**src/common/clkgen_pkg.sv**
```systemverilog
// Shared constants, states and state records of the clock generator
package clkgen_pkg;

    // ------------------------------------------------------------
    // Source selection encoding
    // ------------------------------------------------------------
    localparam logic SEL_CRYSTAL  = 1'b0;
    localparam logic SEL_EXTERNAL = 1'b1;

    // ------------------------------------------------------------
    // Sequence counts
    // ------------------------------------------------------------
    localparam logic [1:0] FREEZE_PCLK_FALLS = 2'h2;
    localparam logic [1:0] RESTART_EDGES     = 2'h2;
    localparam logic [2:0] FREEZE_MAX_CYCLES = 3'h4;
    localparam logic [2:0] RESTART_MAX_EDGES = 3'h3;
    localparam logic [1:0] STATUS_ACTIVE_RUN = 2'h3;

    // ------------------------------------------------------------
    // Reset values
    // ------------------------------------------------------------
    localparam logic       RST_SYS_CLK  = 1'b0;
    localparam logic       RST_PCLK     = 1'b0;
    localparam logic [1:0] RST_HISTORY  = 2'h0;
    localparam logic [2:0] RST_COUNT    = 3'h0;

    // ------------------------------------------------------------
    // State types
    // ------------------------------------------------------------
    typedef enum logic [1:0] {
        RUN,
        ARMED,
        FROZEN
    } switch_e;

    typedef struct packed {
        switch_e    state;
        logic       cur_sel;
        logic       sys_clk;
        logic [1:0] pclk_falls;
        logic [1:0] edge_cnt;
        logic [2:0] latency;
        logic [2:0] restart_cyc;
    } clkgen_s;

    typedef struct packed {
        logic prev;
    } edge_s;

    typedef struct packed {
        logic       pclk;
        logic [1:0] history;
        logic       seen_bus;
        logic       aligned;
    } pclk_s;

endpackage : clkgen_pkg

```
**src/hw/dual_source_clock_generator.sv**
```systemverilog
// Dual-source system clock generator with glitch-free switching
`timescale 1ns/1ps

// Contract
// Clock output follows the crystal when select is low, external when high.
// Select may change while running and either source may be any speed.
// Clock output is held low within 4 system clocks of a select change.
// After freezing, clock resumes within 2.5 cycles of the new source.
// Select is sampled only while system and peripheral clocks are high.
// Clock is forced low at the second peripheral clock fall after detection.
// Crystal restart is on the first crystal rise after its second fall.
// External restart is on the first external fall after its second rise.
// Peripheral clock runs at half the system clock with even duty.
// Peripheral clock is held high after two cycles of active bus status.
// Peripheral clock toggles freely while both status lines are high.
// Peripheral phase is aligned by stretching its high time after reset.
// Peripheral phase shifts only in the first bus cycle after reset; the code stretches the high time in every bus cycle.
// The processor drives a status line low at each bus cycle start.
// No short pulse appears on the clock output during a source change.
module dual_source_clock_generator
    import clkgen_pkg::*;
(
    // Clock and reset
    input  wire logic clk,
    input  wire logic nrst,
    // Clock sources
    input  wire logic crystal_input,
    input  wire logic external_frequency_input,
    input  wire logic source_select,
    // Processor bus status, active low
    input  wire logic bus_status_zero,
    input  wire logic bus_status_one,
    // Clock outputs
    output logic      sys_clk_out,
    output logic      periph_clk_out,
    output logic      periph_phase_locked
);

    // ------------------------------------------------------------
    // Signals
    // ------------------------------------------------------------
    clkgen_s st;
    clkgen_s next_st;
    logic    xtal_rise;
    logic    xtal_fall;
    logic    ext_rise;
    logic    ext_fall;
    logic    sys_rise;
    logic    sys_fall;
    logic    pclk;
    logic    pclk_will_fall;
    logic    follow_level;
    logic    pclk_fall_evt;
    logic    new_src_rise;

    // Level the clock output takes from a given source
    function automatic logic source_level(input logic sel,
                                          input logic xtal,
                                          input logic ext);
        // External source is inverted onto the clock output
        source_level = (sel == SEL_EXTERNAL) ? ~ext : xtal;
    endfunction : source_level

    // ------------------------------------------------------------
    // Source edge detectors
    // ------------------------------------------------------------
    source_edge u_xtal_edge (
        .clk  (clk),
        .nrst (nrst),
        .sig  (crystal_input),
        .rise (xtal_rise),
        .fall (xtal_fall)
    );

    source_edge u_ext_edge (
        .clk  (clk),
        .nrst (nrst),
        .sig  (external_frequency_input),
        .rise (ext_rise),
        .fall (ext_fall)
    );

    // ------------------------------------------------------------
    // Peripheral clock
    // ------------------------------------------------------------
    periph_clock u_pclk (
        .clk             (clk),
        .nrst            (nrst),
        .sys_rise        (sys_rise),
        .sys_fall        (sys_fall),
        .bus_status_zero (bus_status_zero),
        .bus_status_one  (bus_status_one),
        .pclk            (pclk),
        .pclk_will_fall  (pclk_will_fall),
        .aligned         (periph_phase_locked)
    );

    // Level of the running source and a peripheral fall this edge
    assign follow_level = source_level(st.cur_sel, crystal_input,
                                       external_frequency_input);
    assign pclk_fall_evt = ~st.sys_clk & follow_level & pclk_will_fall;
    assign new_src_rise  = (st.cur_sel == SEL_EXTERNAL) ? ext_rise
                                                        : xtal_rise;

    // System clock edges as seen by the peripheral divider
    assign sys_rise = ~st.sys_clk & next_st.sys_clk;
    assign sys_fall = st.sys_clk & ~next_st.sys_clk;

    // ------------------------------------------------------------
    // Switching sequence
    // ------------------------------------------------------------
    always_comb begin
        next_st = st;
        case (st.state)
            RUN: begin
                next_st.sys_clk = follow_level;
                // Watch for a new selection at the sampling point
                if (st.sys_clk && pclk && source_select != st.cur_sel) begin
                    next_st.state      = ARMED;
                    next_st.pclk_falls = 2'h0;
                    next_st.latency    = RST_COUNT;
                end
            end
            ARMED: begin
                next_st.sys_clk = follow_level;
                // Old source rise, from registered state to avoid a loop
                if (!st.sys_clk && follow_level) begin
                    next_st.latency = st.latency + 3'h1;
                end
                if (pclk_fall_evt) begin
                    next_st.pclk_falls = st.pclk_falls + 2'h1;
                    if (st.pclk_falls + 2'h1 == FREEZE_PCLK_FALLS) begin
                        // Rise suppressed so no runt reaches the output
                        next_st.sys_clk     = 1'b0;
                        next_st.state       = FROZEN;
                        next_st.cur_sel     = ~st.cur_sel;
                        next_st.edge_cnt    = 2'h0;
                        next_st.restart_cyc = RST_COUNT;
                    end
                end
            end
            FROZEN: begin
                next_st.sys_clk = 1'b0;
                if (new_src_rise) begin
                    next_st.restart_cyc = st.restart_cyc + 3'h1;
                end
                if (st.cur_sel == SEL_CRYSTAL) begin
                    if (st.edge_cnt == RESTART_EDGES && xtal_rise) begin
                        next_st.sys_clk = 1'b1;
                        next_st.state   = RUN;
                    end else if (xtal_fall && st.edge_cnt != RESTART_EDGES)
                    begin
                        next_st.edge_cnt = st.edge_cnt + 2'h1;
                    end
                end else begin
                    if (st.edge_cnt == RESTART_EDGES && ext_fall) begin
                        next_st.sys_clk = 1'b1;
                        next_st.state   = RUN;
                    end else if (ext_rise && st.edge_cnt != RESTART_EDGES)
                    begin
                        next_st.edge_cnt = st.edge_cnt + 2'h1;
                    end
                end
            end
            default: begin
                next_st.state   = RUN;
                next_st.sys_clk = 1'b0;
            end
        endcase
    end

    // State register
    always_ff @(posedge clk or negedge nrst) begin
        if (!nrst) begin
            st.state       <= RUN;
            st.cur_sel     <= SEL_CRYSTAL;
            st.sys_clk     <= RST_SYS_CLK;
            st.pclk_falls  <= 2'h0;
            st.edge_cnt    <= 2'h0;
            st.latency     <= RST_COUNT;
            st.restart_cyc <= RST_COUNT;
        end else begin
            st <= next_st;
        end
    end

    // Outputs straight from flops
    assign sys_clk_out    = st.sys_clk;
    assign periph_clk_out = pclk;
endmodule : dual_source_clock_generator

```
**src/hw/source_edge.sv**
```systemverilog
// Edge detector for one clock source input
`timescale 1ns/1ps

module source_edge
    import clkgen_pkg::*;
(
    // Clock and reset
    input  wire logic clk,
    input  wire logic nrst,
    // Source level
    input  wire logic sig,
    // Edge events
    output logic      rise,
    output logic      fall
);

    edge_s st;
    edge_s next_st;

    // Remember last sample
    always_comb begin
        next_st      = st;
        next_st.prev = sig;
    end

    always_ff @(posedge clk or negedge nrst) begin
        if (!nrst) begin
            st.prev <= 1'b0;
        end else begin
            st <= next_st;
        end
    end

    // Edge pulses against last sample
    assign rise = sig & ~st.prev;
    assign fall = ~sig & st.prev;

endmodule : source_edge

```
**src/hw/periph_clock.sv**
```systemverilog
// Half-rate peripheral clock with bus-status phase alignment
`timescale 1ns/1ps

module periph_clock
    import clkgen_pkg::*;
(
    // Clock and reset
    input  wire logic clk,
    input  wire logic nrst,
    // System clock edge events
    input  wire logic sys_rise,
    input  wire logic sys_fall,
    // Bus status, active low
    input  wire logic bus_status_zero,
    input  wire logic bus_status_one,
    // Peripheral clock
    output logic      pclk,
    output logic      pclk_will_fall,
    output logic      aligned
);

    pclk_s st;
    pclk_s next_st;
    logic  force_high;
    logic  bus_active;

    assign bus_active = ~(bus_status_zero & bus_status_one);
    assign force_high = (st.history == STATUS_ACTIVE_RUN);
    assign pclk_will_fall = st.pclk & ~force_high;

    // Status history, toggle and alignment tracking
    always_comb begin
        next_st = st;
        if (sys_fall) begin
            next_st.history = {st.history[0], bus_active};
        end
        if (sys_rise) begin
            if (force_high) begin
                next_st.pclk = 1'b1;
            end else begin
                next_st.pclk = ~st.pclk;
            end
        end
        // First bus cycle sets seen_bus; the high stretch still applies in every later bus cycle
        if (force_high) begin
            next_st.seen_bus = 1'b1;
        end
        if (st.seen_bus && !bus_active) begin
            next_st.aligned = 1'b1;
        end
    end

    always_ff @(posedge clk or negedge nrst) begin
        if (!nrst) begin
            st.pclk     <= RST_PCLK;
            st.history  <= RST_HISTORY;
            st.seen_bus <= 1'b0;
            st.aligned  <= 1'b0;
        end else begin
            st <= next_st;
        end
    end

    assign pclk    = st.pclk;
    assign aligned = st.aligned;
endmodule : periph_clock

```
**config.mk**
```make
export PLATFORM = sky130hd
export DESIGN_NAME = dual_source_clock_generator
export DESIGN_NICKNAME = d
export VERILOG_FILES = /design/src/common/clkgen_pkg.sv /design/src/hw/dual_source_clock_generator.sv /design/src/hw/source_edge.sv /design/src/hw/periph_clock.sv
export SDC_FILE = /design/constraint.sdc
export NUM_CORES = 1
export LEC_CHECK = 0
export BUFFER_PORTS_ARGS = -buffer_cell sky130_fd_sc_hd__buf_2
export CAP_MARGIN = 20
export CORE_UTILIZATION = 49
export CTS_CLUSTER_SIZE = 25
export DETAILED_ROUTE_END_ITERATION = 8
export GPL_TIMING_DRIVEN = 1
export PLACE_DENSITY = 0.72
export RECOVER_POWER = 25
export SYNTH_ARGS = -nofsm -noshare
export SYNTH_HDL_FRONTEND = slang
export SYNTH_SLANG_ARGS = --single-unit
```
**constraint.sdc**
```tcl
create_clock -name clk -period 1.9 [get_ports clk]
set_clock_uncertainty 0.2 [all_clocks]
set_input_delay 0.38 -clock clk [delete_from_list [all_inputs] [get_ports clk]]
set_output_delay 0.38 -clock clk [all_outputs]
set_load 0.01 [all_outputs]
```
Yosys cells after proc, flatten, opt, wreduce, memory -nomap -nowiden

Index checks and enable logic that the tools add are counted.

Add/sub/neg operators: 2
Equality and inequality tests: 16
Muxes and demuxes: 22
Bitwise operators: 20
Reduce and logical (&&, ||, !) cells: 14

Operators with widths:

| kind                                                 | number |
|---|---|
| 2-to-1 mux 2 bit                                     | 11 |
| inequality test 3 bit (second input constant)        | 6 |
| bitwise AND 1 bit                                    | 10 |
| inverter 1 bit                                       | 10 |
| equality test 2 bit (second input constant)          | 4 |
| 2-to-1 mux 8 bit                                     | 1 |
| inequality test 2 bit (second input constant)        | 4 |
| case mux 2 bit (2 select lines)                      | 2 |
| logical AND 1 bit                                    | 7 |
| AND reduction 7 bit                                  | 1 |
| case mux 2 bit (3 select lines)                      | 1 |
| AND reduction 3 bit                                  | 2 |
| 2-to-1 mux 1 bit                                     | 5 |
| AND reduction 5 bit                                  | 1 |
| adder 2 x 1 -> 2 bit (second input constant)         | 2 |
| 2-to-1 mux 4 bit                                     | 1 |
| nonzero test 2 bit                                   | 2 |
| case mux 1 bit (3 select lines)                      | 1 |
| equality test 2 x 1 -> 1 bit (second input constant) | 1 |
| logical NOT 2 bit                                    | 1 |
| inequality test 1 bit                                | 1 |

Flip-flop bits (word level): 15
Bits of input ports: 7
Output and inout port bits: 3

Longest topological paths before layout

Gate-level depths: netlist of run 1.

Depth in word-level cells: 8
Gate-level depth with buffers: 6
Depth with buffers taken out: 6

By module

From an unflattened synthesis of run 1, not the netlist that was laid out.

Cells, all modules: 66
Area, all modules: 788.3 µm²

Modules (own cells, without submodules):

| module                      | instances | cells an instance | area each (µm²) | sequential area each (µm²) |
|---|---|---|---|---|
| dual_source_clock_generator | 1         | 47                | 518.0           | 200.2 |
| periph_clock                | 1         | 13                | 190.2           | 125.1 |
| source_edge                 | 2         | 3                 | 40.0            | 25.0 |

Worst setup path before layout of run 1

No wires, ideal clock.

Path kind: register to register
Start point: register st[11] in the netlist's numbering
End point: register u_pclk.st[2] in the netlist's numbering
Arrival: 1.477 ns
Required time: 1.572 ns
Setup slack: 0.096 ns
Stages on the path, launching flop included: 6
Buffers on the path: 1
Path through: dfrtp_1 buf_6 or3b_1 a21o_1 nand3_1 mux2_1

Longest elaborated chain between the ends: 7
Elaborated cells on any way between the ends: 9
Those cells by class: 5 x mux; 4 x bitwise

RTL lines:

| item                              | RTL line                           | source |
|---|---|---|
| start: declaration                | dual_source_clock_generator.sv:42  | `clkgen_s st;` |
| start signal: assignment          | dual_source_clock_generator.sv:183 | `st <= next_st;` |
| 2-to-1 mux 1 bit                  | dual_source_clock_generator.sv:61  | `source_level = (sel == SEL_EXTERNAL) ? ~ext : xtal;` |
| bitwise AND 1 bit (2 in series)   | dual_source_clock_generator.sv:101 | `assign pclk_fall_evt = ~st.sys_clk & follow_level & pclk_will_fall;` |
| 2-to-1 mux 8 bit                  | dual_source_clock_generator.sv:130 | `if (pclk_fall_evt) begin` |
| case mux 1 bit (3 select lines) * | dual_source_clock_generator.sv:114 | `case (st.state)` |
| inverter 1 bit *                  | dual_source_clock_generator.sv:107 | `assign sys_fall = st.sys_clk & ~next_st.sys_clk;` |
| bitwise AND 1 bit *               | dual_source_clock_generator.sv:107 |  |
| end signal: assignment            | periph_clock.sv:60                 | `st <= next_st;` |
| end: declaration                  | periph_clock.sv:22                 | `pclk_s st;` |

Mark *: on every way between the ends. The rest lies on a longest branch, timed or not. The select of a mux whose other input is x is not followed.
A chain may end at the register's enable or synchronous reset.

Worst setup path after layout of run 1

Same ends and word-level chain as after synthesis.

==> summary.md, run 1 <==
| Metric | Value |
|---|---|
| Status | `complete, no violations` |
| Setup ws final | `92.4 ps` |
| Vias | `577` |
| Syn Inst Count | `71` |
| Ranking of synthesized cells by area | `dfrtp_1 (48%), mux2i_1 (3.8%), ha_1 (3.2%)` |
| Htree depth | `1` |
| Global-route wire length before repair | `2460 um` |
| Initial antenna violation count | `0` |
| Clock transition at path regs | `90 ps` |
| Nets | `96` |
| Worst setup SP type | `register` |
| Worst slew pin tran | `794 ps` |
| Largest area contributor in the netlist | `dfrtp_1` |
| Yosys warns | `0` |
| Detail Placement HPWL | `1060 um` |
| CP top delay family | `simple AND/OR/NAND/NOR gates` |
| Die Height | `42.0 um` |
| Tmin final | `1810 ps` |
| Buf+Inv Stages, Crit Path | `0` |
| FILL cells | `141` |
| Maximum vdd drop | `0.648 mV` |
| Syn_nets | `80` |
| CTS tree | `done` |
| WP data arrival | `1790 ps` |
| IO Count | `10` |
| Die X-Extent | `42.0 um` |
| Vias in the first global route | `560` |
| Layout cell share with drive strength beyond 1 | `20.9%` |
| Post-route ant nets | `0` |
| Remaining global-route overflow | `0` |
| CTS buffer count | `3` |
| Critical-path cell list | `or3b_1 -> a21o_1 -> nand3_1 -> mux2_1` |
| Clock sink count | `15` |
| Syn_area_per_cell | `11.0 um^2` |
| Slowest CP cell | `dfrtp_1` |
| Routed len/inst | `13.9 um` |
| Place WS | `36.0 ps` |
| Initial Utilization | `52.1%` |
| Ant diodes | `0` |
| Initial DRC count | `7` |
| Area of the multi-input gates | `375 um^2` |
| Buffer count from post-CTS setup fixing | `0` |
| Tot Pwr | `1.17 mW` |
| P&R area growth vs syn | `13.1%` |
| Area of the core | `1510 um^2` |
| RSZ-0062 raised after global routing | `false` |
| Via-per-instance ratio | `5.66` |
| Pin count of the biggest net entering global routing | `16` |
| Tightest Hold Check Type | `in -> reg` |
| Post-Route WL | `1420 um` |
| Distinct cells, synth | `33` |
| Final Hold Vio Count | `0` |
| Worst Path Max Fanout | `4` |
| Register area share after synthesis | `47.8%` |
| Worst path max stage delay | `420 ps` |
| Tot GR Track Use | `19.5%` |
| Reg area | `375 um^2` |
| Post-detailed-route DRC marker count | `0` |
| Yosys top cell area share | `47.8%` |
| Worst hold slack | `37.5 ps` |
| Worst-Skew Late Latency | `290 ps` |
| Leak pwr | `0.393 nW` |
| CP Class | `reg -> reg` |
| Crit share post-route | `95.1%` |
| Max cap viols | `0` |
| Die area | `1760 um^2` |
| First-pass detailed-route iteration total | `5` |
| #FFs+latches synth | `15` |
| Setup total negative slack | `0 ps` |
| Slew margin rel. | `47.1%` |
| CTS Root Buffer Type | `clkbuf_4` |
| Gpl congestion | `0.749` |
| Fmax | `553 MHz` |
| P per Cell Area | `1320 nW/um^2` |
| Fin. max-slew vios | `0` |
| Final number of setup-violating endpoints | `0` |
| Synthesized area | `785 um^2` |
| Rows | `14` |
| Clock tree buffer depth | `2` |
| Port bufs | `9` |
| Util after Layout | `58.9%` |
| CP endpoint kind | `register` |
| CP required | `1880 ps` |
-- through the flow --
step	std cells	instance area, um^2
floorplan	71	785
global placement	97	853
detailed placement	97	853
CTS	102	891
global route	102	887
finish	102	887
-- worst register-to-register path, delay by kind of cell (launching register included) --
kind	cells	cell delay (ps)
AOI/OAI and AO/OA	1	230
muxes	1	330
and+or+nand+nor	2	520
DFF	1	420
-- metal layers --
metal / vias up / track usage [%] / wire [um]
met4: 0 / 13.1 / 15
met5: - / 0 / 0
met1: 278 / 25.8 / 653
li1: 284 / - / -
met2: 13 / 28.1 / 706
met3: 2 / 5.17 / 41
-- synth_stat cells --
library cell  count
a21o_1            3
a221oi_1          1
nor3_1            1
ha_1              2
and3_1            1
nand2_1           6
mux2_1            2
a211o_1           1
dfrtp_1          15
xor2_1            2
a22oi_1           1
nor2_1            1
nand3b_1          3
or3_1             1
nand2b_1          3
a21bo_2           1
a31o_1            1
a31o_2            1
xnor2_1           1
mux2i_1           3
a21oi_1           4
a21oi_4           1
nor3b_1           1
inv_1             4
or3b_1            1
nor3b_2           1
nand3_1           2
o211ai_1          1
or3b_4            1
clkbuf_4          1
nand4_1           2
buf_6             1
o21ai_1           1
-- cells in the final DEF (no fill, tap or decap), types with 2 or more instances in the layout --
| master | n |
|---|---|
| mux2i_1 | 3 |
| a21oi_1 | 4 |
| nand3_1 | 2 |
| dfrtp_1 | 15 |
| buf_2 | 6 |
| buf_4 | 3 |
| ha_1 | 2 |
| nand2_1 | 6 |
| inv_1 | 4 |
| a21o_1 | 3 |
| xor2_1 | 2 |
| nand2b_1 | 3 |
| mux2_1 | 2 |
| nand4_1 | 2 |
| clkbuf_1 | 3 |
| nand3b_1 | 3 |
| clkbuf_4 | 3 |
-- cells by family (layout without fill, tap and decap cells) --
family	after synthesis	in the layout	share of synthesized area (%)
AND/OR/NAND/NOR	24	24	18.8
XOR/XNOR	3	3	3.35
multiplexers	5	5	6.70
buffers and inverters	6	21	4.31
adder cells (fa/ha/maj)	2	2	3.19
flip-flops	15	15	47.8
AO/OA/AOI/OAI	16	16	15.8
-- timing repair --
item | 4_1_cts | 5_1_grt
hold buffers | 1 | 0
hold endpoints to repair | 15 | 0
gates resized for setup | 0 | 0
-- cell type report --
type / count / share of cell area [%]
inverters: 4 / 1.69
clock buffers: 3 / 2.54
well taps: 16 / 2.26
clock inverters: 1 / 0.564
multi-input cells: 50 / 42.3
repair buffers: 13 / 8.32
flip-flops and latches: 15 / 42.3
-- where the power goes --
| group | internal [mW] | switching [mW] |
|---|---|---|
| Clock | 0.0784 | 0.107 |
| Sequential | 0.415 | 0.0910 |
| Combinational | 0.229 | 0.249 |
| Total | 0.722 | 0.447 |
-- registers in the layout, summed over array words and instances, names as in the netlist --
signal,cells
u_ext_edge.st,1
u_xtal_edge.st,1
u_pclk.aligned,1
u_pclk.pclk,1
st,7
sys_clk_out,1
u_pclk.st,3
-- worst paths after layout --
check | start | to | slack (ps) | depth (start not counted)
max in group asynchronous | nrst | u_pclk.st[3] | 530 | 2
min reg2reg | u_pclk.st[1] | u_pclk.st[1] | 280 | 1
max | st[11] | u_pclk.st[2] | 90 | 4
min | external_frequency_input | u_ext_edge.st | 40 | 1
max reg2reg | st[11] | u_pclk.st[2] | 90 | 4
min in group asynchronous | nrst | st[12] | 470 | 2
No activity file was read; power rests on OpenSTA's default activity.
==> run 2, diff against run 1 <==
- SYNTH_HIERARCHICAL: unset -> 1
==> summary.md, run 2 <==
| Metric | Value |
|---|---|
| Int Pwr | `0.694 mW (-3.9%)` |
| Synthesized area | `788 um^2 (+0.48%)` |
| Most frequent cells in the layout | `dfrtp_1 (15), buf_2 (7), o21ai_2 (4), nor2_1 (4), clkbuf_4 (4)` |
| Clock transition at path regs | `90 ps (about the same)` |
| Area after DPL | `872 um^2 (+2.2%)` |
| Syn Inst Count | `66 (-7.0%)` |
| NetSw | `0.382 mW (-14%)` |
| CTS buffer count | `3 (unchanged)` |
| Final instance area | `906 um^2 (+2.1%)` |
| Worst-Skew Late Latency | `280 ps (about the same)` |
| Via-per-instance ratio | `5.36 (-5.2%)` |
| Critical Path Stages | `5 (+1)` |
| Area of the multi-input gates | `390 um^2 (+4.0%)` |
| Sequential share of power | `45.8% (+2.5 points)` |
| Ys flop type | `dfrtp_1` |
| Leak pwr | `0.393 nW (about the same)` |
| Crit path top cell by count | `mux2_4` |
| Crit share post-route | `92.4% (-2.7 points)` |
| CP Class | `reg -> reg` |
| Setup total negative slack | `0 ps (unchanged)` |
| Htree depth | `1 (unchanged)` |
| Vias | `531 (-8.0%)` |
| Initial DRC count | `11 (+4)` |
| Clock tree buffer depth | `2 (unchanged)` |
| Final number of setup-violating endpoints | `0 (unchanged)` |
| Slowest CP cell | `dfrtp_1` |
| Clk pwr share | `17.0% (+1.1 points)` |
| Commonest non-fill, non-tap cell in the layout | `dfrtp_1` |
| CP endpoint kind | `register` |
| Tightest Hold Check Type | `in -> reg` |
| Tot Pwr | `1.08 mW (-8.0%)` |
| Tot GR Track Use | `16.5% (-3.1 points)` |
| CP top delay family | `multiplexers` |
| Largest regs | `st: 7 flops, u_pclk/st: 3 flops` |
| Port bufs | `9 (unchanged)` |
| First-pass detailed-route iteration total | `4 (-1)` |
| Post-detailed-route DRC marker count | `0 (unchanged)` |
| Die Height | `42.1 um (+0.24%)` |
| EDFF count, synth | `0 (unchanged)` |
| Gpl congestion | `0.814 (+8.7%)` |
| Reg area | `375 um^2 (unchanged)` |
| Syn_nets | `75 (-6.3%)` |
| # resized after CTS | `0 (unchanged)` |
| Worst Path Max Fanout | `2 (-2)` |
| Syn_area_per_cell | `11.9 um^2 (+8.1%)` |
| Max cap viols | `0 (unchanged)` |
| Post-route ant nets | `0 (unchanged)` |
| Layout cell share with drive strength beyond 1 | `37.3% (+16 points)` |
| Yosys top cell area share | `47.6% (-0.23 points)` |
| P per Cell Area | `1190 nW/um^2 (-9.9%)` |
| P&R area growth vs syn | `14.9%` |
| Global-route wire length before repair | `2100 um (-14%)` |
| FILL cells | `118 (-16%)` |
| Buffer count from post-CTS setup fixing | `0 (unchanged)` |
| CP endpoint | `u_pclk/st[3]` |
| Remaining global-route overflow | `0 (unchanged)` |
| FF-to-FF Start | `u_ext_edge/st` |
| Slew margin rel. | `44.7% (-2.4 points)` |
| Switching part of the total | `35.5% (-2.7 points)` |
| CP required | `1880 ps (about the same)` |
| Post-Route WL | `1250 um (-12%)` |
| Worst slew pin tran | `829 ps (+35.4 ps)` |
| Nets | `93 (-3.1%)` |
| RSZ-0062 raised after global routing | `false` |
| Reg-to-reg endpoint | `u_pclk/st[3]` |
| List of most frequent post-synthesis cells | `dfrtp_1 (15), nor2_1 (4), o21ai_2 (4)` |
| Worst hold slack | `43.7 ps (+6.18 ps)` |
| Area of the core | `1510 um^2 (unchanged)` |
| Register area share after synthesis | `47.6% (-0.23 points)` |
| Setup ws final | `145 ps (+52.2 ps)` |
| Maximum vdd drop | `0.507 mV (-22%)` |
| Initial Utilization | `52.3% (+0.25 points)` |
| WP data arrival | `1730 ps (-60 ps)` |
| Largest area contributor in the netlist | `dfrtp_1` |
| Distinct cells, synth | `32 (-3.0%)` |
| Max reg flops | `7 (unchanged)` |
| Status | `complete, no violations` |
| Fmax | `570 MHz (+3.0%)` |
| Die X-Extent | `42.1 um (+0.24%)` |
| Worst Setup SP | `u_ext_edge/st` |
| Ant diodes | `0 (unchanged)` |
| Final Hold Vio Count | `0 (unchanged)` |
| Buf+Inv Stages, Crit Path | `0 (unchanged)` |
| #FFs+latches synth | `15 (unchanged)` |
| Ranking of synthesized cells by area | `dfrtp_1 (48%), o21ai_2 (4.4%), mux2_4 (3.8%)` |
| Cells on worst reg2reg path | `5 (+1)` |
| Worst path max stage delay | `380 ps (-40 ps)` |
| Combinational Power Share | `37.2% (-3.6 points)` |
| Rows | `14 (unchanged)` |
| Largest register by flop count | `st` |
| Place WS | `39.0 ps (+3.01 ps)` |
| Most common cell in the netlist | `dfrtp_1` |
| Initial antenna violation count | `0 (unchanged)` |
| Worst setup SP type | `register` |
| Fin. max-slew vios | `0 (unchanged)` |
| Detail Placement HPWL | `956 um (-9.6%)` |
| CTS Root Buffer Type | `clkbuf_4` |
| Yosys warns | `6 (+6)` |
| Clock sink count | `15 (unchanged)` |
| CTS tree | `done` |
| Routed len/inst | `12.6 um (-9.4%)` |
| Die area | `1770 um^2 (+0.48%)` |
| R2r setup slk | `140 ps (+50 ps)` |
| Pin count of the biggest net entering global routing | `16 (unchanged)` |
| Asr flop ratio synth | `100% (unchanged)` |
| Tmin final | `1760 ps (-52.2 ps)` |
| Critical-path cell list | `and2b_2 -> mux2_4 -> nand4b_1 -> and3_1 -> mux2_4` |
| Vias in the first global route | `498 (-11%)` |
| IO Count | `10 (unchanged)` |
==> run 2: power by group through the flow <==
stage	clock, mW	sequential (mW)	combinational (mW)
6_report	0.183	0.493	0.400
5_1_grt	0.198	0.506	0.449
4_1_cts	0.191	0.492	0.408
3_5_place_dp	0	0.498	0.405
3_3_place_gp	0	0.496	0.395
2_1_floorplan	0	0.479	0.321
==> run 2: final cells by class <==
cell class	instances	area share (%)
Tap cell	16	2.21
Multi-Input combinational cell	47	43.1
Sequential cell	15	41.4
Timing Repair Buffer	14	9.12
Inverter	3	1.24
Clock buffer	4	2.90
==> run 2: worst min path at each step <==
| stage | startpoint | end | slack, ps | depth (start not counted) |
|---|---|---|---|---|
| final | crystal_input | u_xtal_edge/st | 40 | 1 |
| after global routing | crystal_input | u_xtal_edge/st | 40 | 1 |
| after CTS | crystal_input | u_xtal_edge/st | 30 | 1 |
| after detailed placement | nrst | u_pclk/aligned | 100 | 1 |
| after global placement | nrst | u_pclk/aligned | 100 | 1 |
| after floorplan | nrst | st[11] | -120 | 0 |
==> run 2: what timing repair did <==
| item | CTS | global route |
|---|---|---|
| hold buffers | 1 | 0 |
| setup endpoints to repair | 0 | 0 |
| hold endpoints to repair | 15 | 0 |
==> run 2: metrics by stage <==
step,instances,utilization (%)
after global routing,99,60.1
after detailed placement,94,57.9
after global placement,94,57.9
after floorplan,66,-
after CTS,99,60.3
final,99,60.1
==> run 2: cells by family (layout without fill, tap and decap cells) <==
kind of cell             after synthesis  in the layout  share of synthesized area (%)
XOR/XNOR                               2              2                           2.22
multiplexers                           3              3                           5.08
AO/OA/AOI/OAI                         15             15                           16.0
adder cells (fa/ha/maj)                2              2                           3.17
buffers and inverters                  4             21                           2.86
AND/OR/NAND/NOR                       25             25                           23.0
flip-flops                            15             15                           47.6
==> run 2: per-layer routing <==
metal	vias up	routed length [um]	track usage, %
li1	272	-	-
met4	0	39	13.1
met1	235	641	24.9
met5	-	0	0
met2	19	483	20.3
met3	5	81	2.59
